==> config.mk <==
export PLATFORM = sky130hd
export DESIGN_NAME = asc_top
export DESIGN_NICKNAME = d
export VERILOG_FILES = /design/src/verilog/asc_pkg.sv /design/src/verilog/asc_stream_if.sv /design/src/verilog/asc_fifo.sv /design/src/verilog/asc_top.sv
export VERILOG_INCLUDE_DIRS = /design/src /design/src/verilog
export SDC_FILE = /design/constraint.sdc
export NUM_CORES = 2
export LEC_CHECK = 0
export ABC_AREA = 1
export BUFFER_PORTS_ARGS = -buffer_cell sky130_fd_sc_hd__buf_2
export CORE_ASPECT_RATIO = 0.9
export CORE_MARGIN = 2
export CORE_UTILIZATION = 60
export DETAILED_ROUTE_END_ITERATION = 8
export GPL_TIMING_DRIVEN = 0
export PLACE_DENSITY = 0.77
export SYNTH_ARGS = -nofsm -noshare
export SYNTH_HDL_FRONTEND = slang
export SYNTH_SLANG_ARGS = --single-unit
==> constraint.sdc <==
create_clock -name core_clk -period 32.6 [get_ports core_clk]
set_input_delay 1.63 -clock core_clk [delete_from_list [all_inputs] [get_ports core_clk]]
set_output_delay 1.63 -clock core_clk [all_outputs]
set_load 0.005 [all_outputs]
==> src/verilog/asc_defines.svh <==
`ifndef ASC_DEFINES_SVH
`define ASC_DEFINES_SVH

// register offsets on the control port
`define ASC_REG_CH8     8'h12
`define ASC_REG_CFG_A   8'h13
`define ASC_REG_RATE    8'h14

// reset values
`define ASC_RST_CH8     7'h07
`define ASC_RST_CFG_A   8'h02
`define ASC_RST_RATE    8'h48

// field positions
`define ASC_B_LINE      6
`define ASC_B_ROLE      7
`define ASC_B_AUTO_OFF  6
`define ASC_B_PLL_BYP   5
`define ASC_B_GATE      4
`define ASC_B_FAMILY    3

// highest legal codes
`define ASC_RATE_MAX    4'h8
`define ASC_RATIO_MAX   4'hC

// core clock rate in Hz, and 44.1k family scale 147/160
`define ASC_CLK_HZ      33'h005F5E100
`define ASC_FAM_NUM     32'h00000093
`define ASC_FAM_DEN     32'h000000A0

`endif

==> src/verilog/asc_pkg.sv <==
package asc_pkg;

    typedef enum logic [1:0] {
        ASC_IDLE = 2'b01,
        ASC_RUN  = 2'b10
    } asc_frame_type;

    // nominal 48k family rate in Hz, zero for reserved codes
    function automatic logic [31:0] asc_rate_hz(input logic [3:0] code);
        case (code)
            4'h0:    asc_rate_hz = 32'h00001F40;
            4'h1:    asc_rate_hz = 32'h00003E80;
            4'h2:    asc_rate_hz = 32'h00005DC0;
            4'h3:    asc_rate_hz = 32'h00007D00;
            4'h4:    asc_rate_hz = 32'h0000BB80;
            4'h5:    asc_rate_hz = 32'h00017700;
            4'h6:    asc_rate_hz = 32'h0002EE00;
            4'h7:    asc_rate_hz = 32'h0005DC00;
            4'h8:    asc_rate_hz = 32'h000BB800;
            default: asc_rate_hz = 32'h00000000;
        endcase
    endfunction

    // bit clocks per frame, zero for reserved codes
    function automatic logic [11:0] asc_ratio(input logic [3:0] code);
        case (code)
            4'h0:    asc_ratio = 12'h010;
            4'h1:    asc_ratio = 12'h018;
            4'h2:    asc_ratio = 12'h020;
            4'h3:    asc_ratio = 12'h030;
            4'h4:    asc_ratio = 12'h040;
            4'h5:    asc_ratio = 12'h060;
            4'h6:    asc_ratio = 12'h080;
            4'h7:    asc_ratio = 12'h0C0;
            4'h8:    asc_ratio = 12'h100;
            4'h9:    asc_ratio = 12'h180;
            4'hA:    asc_ratio = 12'h200;
            4'hB:    asc_ratio = 12'h400;
            4'hC:    asc_ratio = 12'h800;
            default: asc_ratio = 12'h000;
        endcase
    endfunction

    // fixed master clock frequency in Hz
    function automatic logic [31:0] asc_mclk_hz(input logic [2:0] code);
        unique case (code)
            3'h0: asc_mclk_hz = 32'h00B71B00;
            3'h1: asc_mclk_hz = 32'h00BB8000;
            3'h2: asc_mclk_hz = 32'h00C65D40;
            3'h3: asc_mclk_hz = 32'h00F42400;
            3'h4: asc_mclk_hz = 32'h0124F800;
            3'h5: asc_mclk_hz = 32'h012C4B00;
            3'h6: asc_mclk_hz = 32'h016E3600;
            3'h7: asc_mclk_hz = 32'h01770000;
        endcase
    endfunction

    // master clock to frame ratio
    function automatic logic [11:0] asc_mclk_ratio(input logic [2:0] code);
        unique case (code)
            3'h0: asc_mclk_ratio = 12'h040;
            3'h1: asc_mclk_ratio = 12'h100;
            3'h2: asc_mclk_ratio = 12'h180;
            3'h3: asc_mclk_ratio = 12'h200;
            3'h4: asc_mclk_ratio = 12'h300;
            3'h5: asc_mclk_ratio = 12'h400;
            3'h6: asc_mclk_ratio = 12'h600;
            3'h7: asc_mclk_ratio = 12'h900;
        endcase
    endfunction

endpackage

==> src/verilog/asc_stream_if.sv <==
`timescale 1ns/10ps
`default_nettype none
interface asc_stream_if #(
    parameter int W = 32
);
    logic         valid;
    logic         ready;
    logic [W-1:0] data;

    modport src (output valid, output data, input ready);
    modport snk (input valid, input data, output ready);
endinterface
`default_nettype wire

==> src/verilog/asc_fifo.sv <==
`timescale 1ns/10ps
`default_nettype none
module asc_fifo
    import asc_pkg::*;
#(
    parameter int W     = 32,
    parameter int DEPTH = 8
)
(
    input  wire logic   core_clk,
    input  wire logic   rst,
    asc_stream_if.snk   in_s,
    asc_stream_if.src   out_s
);
    localparam int AW = $clog2(DEPTH);

    logic [W-1:0] mem [DEPTH];
    logic [AW-1:0] wp_r;
    logic [AW-1:0] rp_r;
    logic [AW:0]   cnt_r;

    // full and empty come straight from the fill count
    wire push = in_s.valid && in_s.ready;
    wire pop  = out_s.valid && out_s.ready;
    assign in_s.ready  = (cnt_r != (AW+1)'(DEPTH));
    assign out_s.valid = (cnt_r != '0);
    assign out_s.data  = mem[rp_r];

    // storage has no reset, only the pointers and the fill count do
    always_ff @(posedge core_clk)
    begin
        if (push)
            mem[wp_r] <= in_s.data;
    end

    // pointer wrap handled by explicit compare so DEPTH need not be 2^n
    always_ff @(posedge core_clk)
    begin
        if (rst)
        begin
            wp_r  <= '0;
            rp_r  <= '0;
            cnt_r <= '0;
        end
        else
        begin
            if (push)
                wp_r <= (wp_r == AW'(DEPTH-1)) ? '0 : wp_r + 1'b1;
            if (pop)
                rp_r <= (rp_r == AW'(DEPTH-1)) ? '0 : rp_r + 1'b1;
            cnt_r <= cnt_r + (AW+1)'(push) - (AW+1)'(pop);
        end
    end
endmodule
`default_nettype wire

==> src/verilog/asc_top.sv <==
// Operation
// - line bit picks primary or secondary output
// - slot field places channel eight in frame
// - role bit: clocks are inputs or generated
// - auto bit selects derived or custom clocking
// - auto mode uses or bypasses the PLL
// - gate bit silences generated clocks
// - family bit picks 48k or 44.1k rates
// - master clock code gives PLL reference when clocks are generated, zero as target
// - rate code maps nine rates, rest reserved
// - ratio code maps thirteen ratios, rest reserved
// - target auto mode ignores rate, and uses ratio only for the left/right slot split
// - spec mode derives reference from frame ratio
`timescale 1ns/10ps
`default_nettype none
`include "asc_defines.svh"
module asc_top
    import asc_pkg::*;
#(
    parameter int WORD_W     = 32,
    parameter int FIFO_DEPTH = 8
)
(
    input  wire logic              core_clk,
    input  wire logic              rst,
    input  wire logic [7:0]        reg_addr,
    input  wire logic              reg_wr,
    input  wire logic [7:0]        reg_wdata,
    input  wire logic              reg_rd,
    output logic [7:0]             reg_rdata,
    input  wire logic              smp_valid,
    output logic                   smp_ready,
    input  wire logic [WORD_W-1:0] smp_data,
    input  wire logic              format_is_tdm,
    input  wire logic              master_clock_spec_mode,
    input  wire logic [2:0]        mclk_frame_ratio_code,
    input  wire logic              bclk_in,
    input  wire logic              fsync_in,
    output logic                   bclk_out,
    output logic                   bclk_oe,
    output logic                   fsync_out,
    output logic                   fsync_oe,
    output logic                   primary_serial_out_pin,
    output logic                   primary_oe,
    output logic                   general_io_pin_one_out,
    output logic                   general_io_pin_one_oe,
    output logic                   pll_enable,
    output logic                   custom_clock_mode,
    output logic                   cfg_invalid,
    output logic [31:0]            pll_ref_hz
);
    logic [6:0]        ch8_r;
    logic [7:0]        cfg_a_r;
    logic [7:0]        rate_r;
    logic [7:0]        rdata_r;
    logic [32:0]       acc_r;
    logic [32:0]       acc_nxt;
    logic              bclk_gen_r;
    logic              fsync_gen_r;
    logic              bclk_s1_r;
    logic              bclk_s2_r;
    logic              bclk_d_r;
    logic              fsync_s1_r;
    logic              fsync_s2_r;
    logic              fs_prev_r;
    logic [11:0]       cnt_r;
    logic [11:0]       cnt_nxt;
    asc_frame_type     st_r;
    asc_frame_type     st_nxt;
    logic [WORD_W-1:0] word_r;
    logic              data_bit_r;
    logic              slot_on_r;
    logic              pll_en_r;
    logic              custom_r;
    logic              bad_r;
    logic [31:0]       ref_r;

    asc_stream_if #(.W(WORD_W)) in_if ();
    asc_stream_if #(.W(WORD_W)) out_if ();

    // register decode; bit 7 of the slot register is reserved, reads zero
    wire wr_ch8  = reg_wr && (reg_addr == `ASC_REG_CH8);
    wire wr_cfg  = reg_wr && (reg_addr == `ASC_REG_CFG_A);
    wire wr_rate = reg_wr && (reg_addr == `ASC_REG_RATE);
    wire [7:0] rd_mux = (reg_addr == `ASC_REG_CH8)   ? {1'b0, ch8_r} :
                        (reg_addr == `ASC_REG_CFG_A) ? cfg_a_r :
                        (reg_addr == `ASC_REG_RATE)  ? rate_r : 8'h00;

    // field views
    wire       line_sel   = ch8_r[`ASC_B_LINE];
    wire [5:0] slot       = ch8_r[5:0];
    wire       role       = cfg_a_r[`ASC_B_ROLE];
    wire       auto_off   = cfg_a_r[`ASC_B_AUTO_OFF];
    wire       pll_byp    = cfg_a_r[`ASC_B_PLL_BYP];
    wire       gate       = cfg_a_r[`ASC_B_GATE];
    wire       family     = cfg_a_r[`ASC_B_FAMILY];
    wire [2:0] mclk_code  = cfg_a_r[2:0];
    wire [3:0] rate_code  = rate_r[7:4];
    wire [3:0] ratio_code = rate_r[3:0];

    wire prog_used = role || auto_off;
    wire code_bad  = (rate_code > `ASC_RATE_MAX) || (ratio_code > `ASC_RATIO_MAX);
    wire cfg_bad   = prog_used && code_bad;

    wire [31:0] base_hz = asc_rate_hz(rate_code);
    wire [31:0] fam_hz  = 32'(base_hz * `ASC_FAM_NUM) / `ASC_FAM_DEN;
    wire [31:0] fs_hz   = family ? fam_hz : base_hz;
    wire [11:0] ratio   = asc_ratio(ratio_code);
    wire [11:0] half    = ratio >> 1;

    // bit clock rate from rate times ratio
    wire        gen_en   = role && !cfg_bad;
    wire [31:0] bit_hz   = 32'(fs_hz * {20'h00000, ratio});
    wire [32:0] nco_step = {bit_hz, 1'b0};
    wire [32:0] nco_sum  = acc_r + nco_step;
    wire [32:0] nco_left = nco_sum - `ASC_CLK_HZ;
    wire        nco_wrap = gen_en && (nco_sum >= `ASC_CLK_HZ);
    wire        gen_fall = nco_wrap && bclk_gen_r;

    // phase accumulator; fractional rates average out, jitter is one core cycle
    always_comb
    begin
        acc_nxt = nco_sum;
        if (!gen_en)
            acc_nxt = '0;
        else if (nco_wrap)
            acc_nxt = (nco_left >= `ASC_CLK_HZ) ? '0 : nco_left;
    end

    wire tgt_fall = !role && bclk_d_r && !bclk_s2_r;
    wire bit_tick = role ? gen_fall : tgt_fall;
    wire idle     = (st_r == ASC_IDLE);
    // a ratio shortened mid-frame ends the frame at once instead of running on
    wire last_bit = (cnt_r >= ratio - 12'h001);
    wire frame_go = role ? (last_bit || idle) : (fsync_s2_r && !fs_prev_r);
    wire load     = bit_tick && frame_go;

    // frame state; target frames lapse if fsync stops arriving
    always_comb
    begin
        st_nxt  = st_r;
        cnt_nxt = cnt_r;
        unique case (st_r)
            ASC_IDLE:
            begin
                if (frame_go)
                begin
                    st_nxt  = ASC_RUN;
                    cnt_nxt = 12'h000;
                end
            end
            ASC_RUN:
            begin
                if (frame_go)
                    cnt_nxt = 12'h000;
                else if (cnt_r == 12'hFFF)
                    st_nxt = ASC_IDLE;
                else
                    cnt_nxt = cnt_r + 12'h001;
            end
        endcase
    end

    wire [12:0] slot_tdm   = 13'(slot * WORD_W);
    wire [12:0] slot_lr    = 13'(slot[4:0] * WORD_W) + (slot[5] ? {1'b0, half} : 13'h0000);
    wire [12:0] slot_start = format_is_tdm ? slot_tdm : slot_lr;
    wire [12:0] pos_nxt    = {1'b0, cnt_nxt};
    wire        in_slot    = (st_nxt == ASC_RUN) && (pos_nxt >= slot_start) &&
                             (pos_nxt < slot_start + 13'(WORD_W));
    wire [12:0] bit_off    = pos_nxt - slot_start;

    // an empty fifo at frame start sends a zero word rather than stalling
    wire [WORD_W-1:0] fresh    = out_if.valid ? out_if.data : '0;
    wire [WORD_W-1:0] word_sel = load ? fresh : word_r;
    wire [WORD_W-1:0] word_sh  = word_sel << bit_off;

    assign in_if.valid  = smp_valid;
    assign in_if.data   = smp_data;
    assign smp_ready    = in_if.ready;
    assign out_if.ready = load;

    asc_fifo #(
        .W     (WORD_W),
        .DEPTH (FIFO_DEPTH)
    ) u_fifo (
        .core_clk (core_clk),
        .rst      (rst),
        .in_s     (in_if),
        .out_s    (out_if)
    );

    wire [31:0] spec_hz = 32'(fs_hz * {20'h00000, asc_mclk_ratio(mclk_frame_ratio_code)});
    wire [31:0] ref_nxt = !role ? 32'h00000000 :
                          master_clock_spec_mode ? spec_hz : asc_mclk_hz(mclk_code);

    // control registers
    always_ff @(posedge core_clk)
    begin
        if (rst)
        begin
            ch8_r   <= `ASC_RST_CH8;
            cfg_a_r <= `ASC_RST_CFG_A;
            rate_r  <= `ASC_RST_RATE;
            rdata_r <= 8'h00;
        end
        else
        begin
            if (wr_ch8)
                ch8_r <= reg_wdata[6:0];
            if (wr_cfg)
                cfg_a_r <= reg_wdata;
            if (wr_rate)
                rate_r <= reg_wdata;
            if (reg_rd)
                rdata_r <= rd_mux;
        end
    end

    // pin synchronisers, second stage feeds the edge logic
    always_ff @(posedge core_clk)
    begin
        if (rst)
        begin
            bclk_s1_r  <= 1'b0;
            bclk_s2_r  <= 1'b0;
            bclk_d_r   <= 1'b0;
            fsync_s1_r <= 1'b0;
            fsync_s2_r <= 1'b0;
        end
        else
        begin
            bclk_s1_r  <= bclk_in;
            bclk_s2_r  <= bclk_s1_r;
            bclk_d_r   <= bclk_s2_r;
            fsync_s1_r <= fsync_in;
            fsync_s2_r <= fsync_s1_r;
        end
    end

    // clock generation and framing
    always_ff @(posedge core_clk)
    begin
        if (rst)
        begin
            acc_r       <= '0;
            bclk_gen_r  <= 1'b0;
            fsync_gen_r <= 1'b0;
            fs_prev_r   <= 1'b0;
            st_r        <= ASC_IDLE;
            cnt_r       <= 12'h000;
            word_r      <= '0;
            data_bit_r  <= 1'b0;
            slot_on_r   <= 1'b0;
        end
        else if (role && !gen_en)
        begin
            acc_r       <= '0;
            bclk_gen_r  <= 1'b0;
            fsync_gen_r <= 1'b0;
            st_r        <= ASC_IDLE;
            slot_on_r   <= 1'b0;
        end
        else
        begin
            acc_r <= acc_nxt;
            if (nco_wrap)
                bclk_gen_r <= !bclk_gen_r;
            if (bit_tick)
            begin
                fs_prev_r   <= fsync_s2_r;
                st_r        <= st_nxt;
                cnt_r       <= cnt_nxt;
                word_r      <= word_sel;
                fsync_gen_r <= role && (format_is_tdm ? (cnt_nxt == 12'h000) : (cnt_nxt < half));
                data_bit_r  <= in_slot && word_sh[WORD_W-1];
                slot_on_r   <= in_slot;
            end
        end
    end

    // status outputs, one cycle behind the registers
    always_ff @(posedge core_clk)
    begin
        if (rst)
        begin
            pll_en_r <= 1'b0;
            custom_r <= 1'b0;
            bad_r    <= 1'b0;
            ref_r    <= 32'h00000000;
        end
        else
        begin
            pll_en_r <= !auto_off && !pll_byp;
            custom_r <= auto_off;
            bad_r    <= cfg_bad;
            ref_r    <= ref_nxt;
        end
    end

    assign reg_rdata              = rdata_r;
    assign bclk_out               = bclk_gen_r && !gate;
    assign fsync_out              = fsync_gen_r && !gate;
    assign bclk_oe                = role;
    assign fsync_oe               = role;
    assign primary_serial_out_pin = data_bit_r;
    assign primary_oe             = slot_on_r && !line_sel;
    assign general_io_pin_one_out = data_bit_r;
    assign general_io_pin_one_oe  = slot_on_r && line_sel;
    assign pll_enable             = pll_en_r;
    assign custom_clock_mode      = custom_r;
    assign cfg_invalid            = bad_r;
    assign pll_ref_hz             = ref_r;
endmodule
`default_nettype wire

==> summary.txt <==
Floorplanning
  – # rows: 89
  – Initial Util: 60.4%
  – IO Pins: 112
  – Die Wd: 274 um
  – Chip Height: 247 um
  – Core area: 65300 um2
  – Die ar.: 67700 um2

Final layout
  – Final Net Count: 5818
  – Layout cell share with drive strength beyond 1: 9.04%
  – Area Overhead vs Synth: 8.65%
  – Fill cells: 5548

Detailed routing
  – Antenna Nets Post-Route: 0
  – DRT Pass-1 Iters: 6
  – Via count: 35000
  – DRC: 0
  – Starting DRC count in detailed routing: 3730
  – Final WL: 107 mm
  – Per-cell routed wire length: 17.6 um
  – Drt via density: 5.71

Global route
  – Largest net degree at the start of global routing: 28
  – Global router's overall resource usage: 31.6%
  – Initial antenna violation count: 2
  – GR Overflow Total: 0
  – First-pass GRT wire length: 170 mm
  – Vias in the first global route: 32700

Clocking
  – Worst-Skew Late Latency: 0.64 ns
  – Resize count post-CTS: 0
  – Clk root buf: clkbuf_16
  – Hold-fix buffers, CTS: 0
  – Total clock sinks: 455
  – H-tree depth: 2
  – Number of CTS-inserted buffers: 47
  – Clock Pin Slew Worst Setup and Hold Paths: 0.06 ns
  – Setup bufs post-CTS: 0
  – CTS Buffer Depth: 3
  – CTS tree: yes

Timing
  – Final setup vio count: 0
  – Worst slew margin: 17.4%
  – Tcrit/Tclk final: 89.8%
  – Slew of the pin with the lowest slew margin: 1.23 ns
  – RSZ-0062 raised after global routing: no
  – Achievable Freq: 0.0341 GHz
  – Final hold viol count: 0
  – Slew Viols, Final: 0
  – Post-route minimum period: 29.29 ns
  – Max Clock Skew: 0.0675 ns
  – TNS Setup: 0 ns

Synthesis
  – Post-synth top cells: 1155 x nand2_1, 688 x inv_1, 473 x nor2_1, 310 x ha_1, 306 x nand3_1
  – Top area cells in the synthesized netlist: edfxtp_1 20%, fa_1 12%, nand2_1 11%, dfxtp_1 10%, ha_1 9.8%
  – Top_reg_cell synth: edfxtp_1
  – Flops & latches, synth: 455
  – Cell taking the most area after synthesis: edfxtp_1
  – Post-synthesis sequential area ratio: 29.6%
  – Post-synth EDFFs: 256
  – Synth Instances: 5049
  – Compound-Gate Fraction of Synth Area: 9.90%
  – Synth top area share: 19.5%
  – Adder-Cell Fraction of Synth Area: 21.6%
  – Post-Synth XOR/XNOR Area: 3.80%
  – Ys Warns: 0
  – Async SR Flop Fraction: 0%
  – Count leader, synth: nand2_1
  – Cell variety after synth: 64
  – Syn Std Cell Area: 39400 um2
  – Main combinational cell family by area after synthesis: simple AND/OR/NAND/NOR gates
  – Post-synthesis mux area share: 0.0254%
  – Mean Syn Cell Area: 7.80 um2
  – Synth Area in Simple Gates: 26.0%

Placed design
  – Detailed Place HPWL: 82.8 mm
  – IO Port Bufs: 104
  – Gpl congestion: 0.992

Critical path
  – Max stage delay cell, worst path: fa_1
  – Most frequent CP cell: nand2_1
  – CP endpoint kind: flop
  – Worst EP arrival: 29.80 ns
  – CP max stage delay: 0.55 ns
  – Critical path class: reg -> reg
  – CP max FO: 10
  – Source of the worst register-to-register timing path: base_hz[12]
  – CP required: 33.12 ns
  – Worst R2R Path Depth: 180
  – FF-to-FF setup slack: 3.31 ns
  – Startpoint types: flop
  – R2R Path End: u_fifo.cnt_r[3]

Outcome
  – Status: finished clean

Worst hold path
  – Hold depth: 2
  – Worst Hold Class: reg -> reg
  – Hold path startpoint: bclk_s1_r
  – Worst Hold Path EP: bclk_s2_r

Run
  – Maxcap violations: 0
==> critical path: cells and delay by family, from the launching register on <==
| family | cells | cell delay (ns) |
|---|---|---|
| AOI/OAI and AO/OA | 25 | 4.14 |
| DFF | 1 | 0.48 |
| and+or+nand+nor | 108 | 14.03 |
| adders and majority gates | 14 | 5.52 |
| xor gates and xnor gates | 4 | 0.85 |
| buffers and inverters | 29 | 4.04 |
==> flip-flops by register name, indices dropped and copies added (netlist names), 4 cells and up, named ones only <==
name and flops:
ch8_r 7, acc_r 29, pll_ref_hz 26, reg_rdata 8, cnt_r 12, base_hz 14, u_fifo.cnt_r 4, cfg_a_r 8
rate_r 8, u_fifo.mem 256, ratio 9, word_r 32
==> worst max-delay path by stage <==
| stage | start | end | cells past startpoint |
|---|---|---|---|
| floorplan | base_hz[9] | u_fifo.cnt_r[1] | 187 |
| global placement | base_hz[12] | u_fifo.cnt_r[1] | 183 |
| detailed placement | base_hz[12] | u_fifo.cnt_r[3] | 184 |
| CTS | base_hz[12] | u_fifo.cnt_r[3] | 184 |
| global route | base_hz[12] | u_fifo.cnt_r[3] | 181 |
| finish | base_hz[12] | u_fifo.cnt_r[3] | 180 |
==> metrics by stage <==
stage	setup WS, ns	cells	utilization, %	instance area, um2	hold slack [ns]
after global placement	4.48	6024	62.9	41000	0.397
after global routing	0.742	6121	65.6	42800	0.449
final	3.31	6121	65.6	42800	0.417
after floorplan	9.20	5056	-	39400	0.388
after CTS	3.83	6120	65.6	42800	0.415
after detailed placement	3.88	6032	63.2	41300	0.407
==> placed cells by master (no fill, tap or decap), types with 16 or more instances in the layout <==
| cell type | netlist | layout |
|---|---|---|
| a32o_1 | 24 | 24 |
| buf_4 | 16 | 16 |
| clkinv_1 | 19 | 20 |
| nand3_1 | 306 | 306 |
| inv_1 | 688 | 688 |
| a21oi_1 | 215 | 215 |
| nor2_1 | 473 | 465 |
| nand3_2 | 20 | 20 |
| nor2_4 | 18 | 26 |
| xor2_1 | 129 | 129 |
| dfxtp_1 | 199 | 199 |
| a22oi_1 | 25 | 25 |
| ha_1 | 310 | 310 |
| buf_2 | 5 | 109 |
| nand2_1 | 1155 | 1155 |
| o22ai_1 | 35 | 35 |
| nor3_1 | 41 | 41 |
| edfxtp_1 | 256 | 256 |
| nand4_1 | 92 | 92 |
| nand2_4 | 17 | 17 |
| nor2_2 | 31 | 31 |
| nand2_2 | 92 | 92 |
| clkbuf_16 | 0 | 47 |
| or2_2 | 18 | 18 |
| inv_2 | 30 | 30 |
| o21ai_0 | 267 | 267 |
| xnor2_1 | 40 | 40 |
| fa_1 | 231 | 231 |
| clkbuf_1 | 127 | 141 |
==> routing by layer <==
layer	vias to the layer above	track usage, %	wire [um]
li1	16800	-	-
met1	16500	46.0	46800
met2	1517	48.8	47200
met3	165	5.89	11200
met4	0	7.38	2170
met5	-	0	0
==> area by class of cell <==
| cell class | instances | area (um2) | share of cell area, % |
|---|---|---|---|
| flip-flops and latches | 455 | 11700 | 27.3 |
| multi-input cells | 3695 | 24200 | 56.6 |
| repair buffers | 112 | 688 | 1.61 |
| clock inverters | 17 | 183 | 0.427 |
| plain buffers | 168 | 810 | 1.89 |
| inverters | 738 | 2770 | 6.47 |
| clock buffers | 71 | 1370 | 3.19 |
| well taps | 864 | 1080 | 2.53 |
| diodes | 1 | 2.50 | 0.00585 |
==> cell families (layout without fill, tap and decap cells) <==
family	Yosys count	after routing
AND/OR/NAND/NOR	2300	2300
adder cells (fa/ha/maj)	541	541
XOR/XNOR	170	170
multiplexers	1	1
flip-flops	455	455
AO/OA/AOI/OAI	675	675
other	1	9
buffers and inverters	906	1106
Power is not shown: default switching activity piles up to over one toggle a cycle in this logic, so the estimate is an artifact.
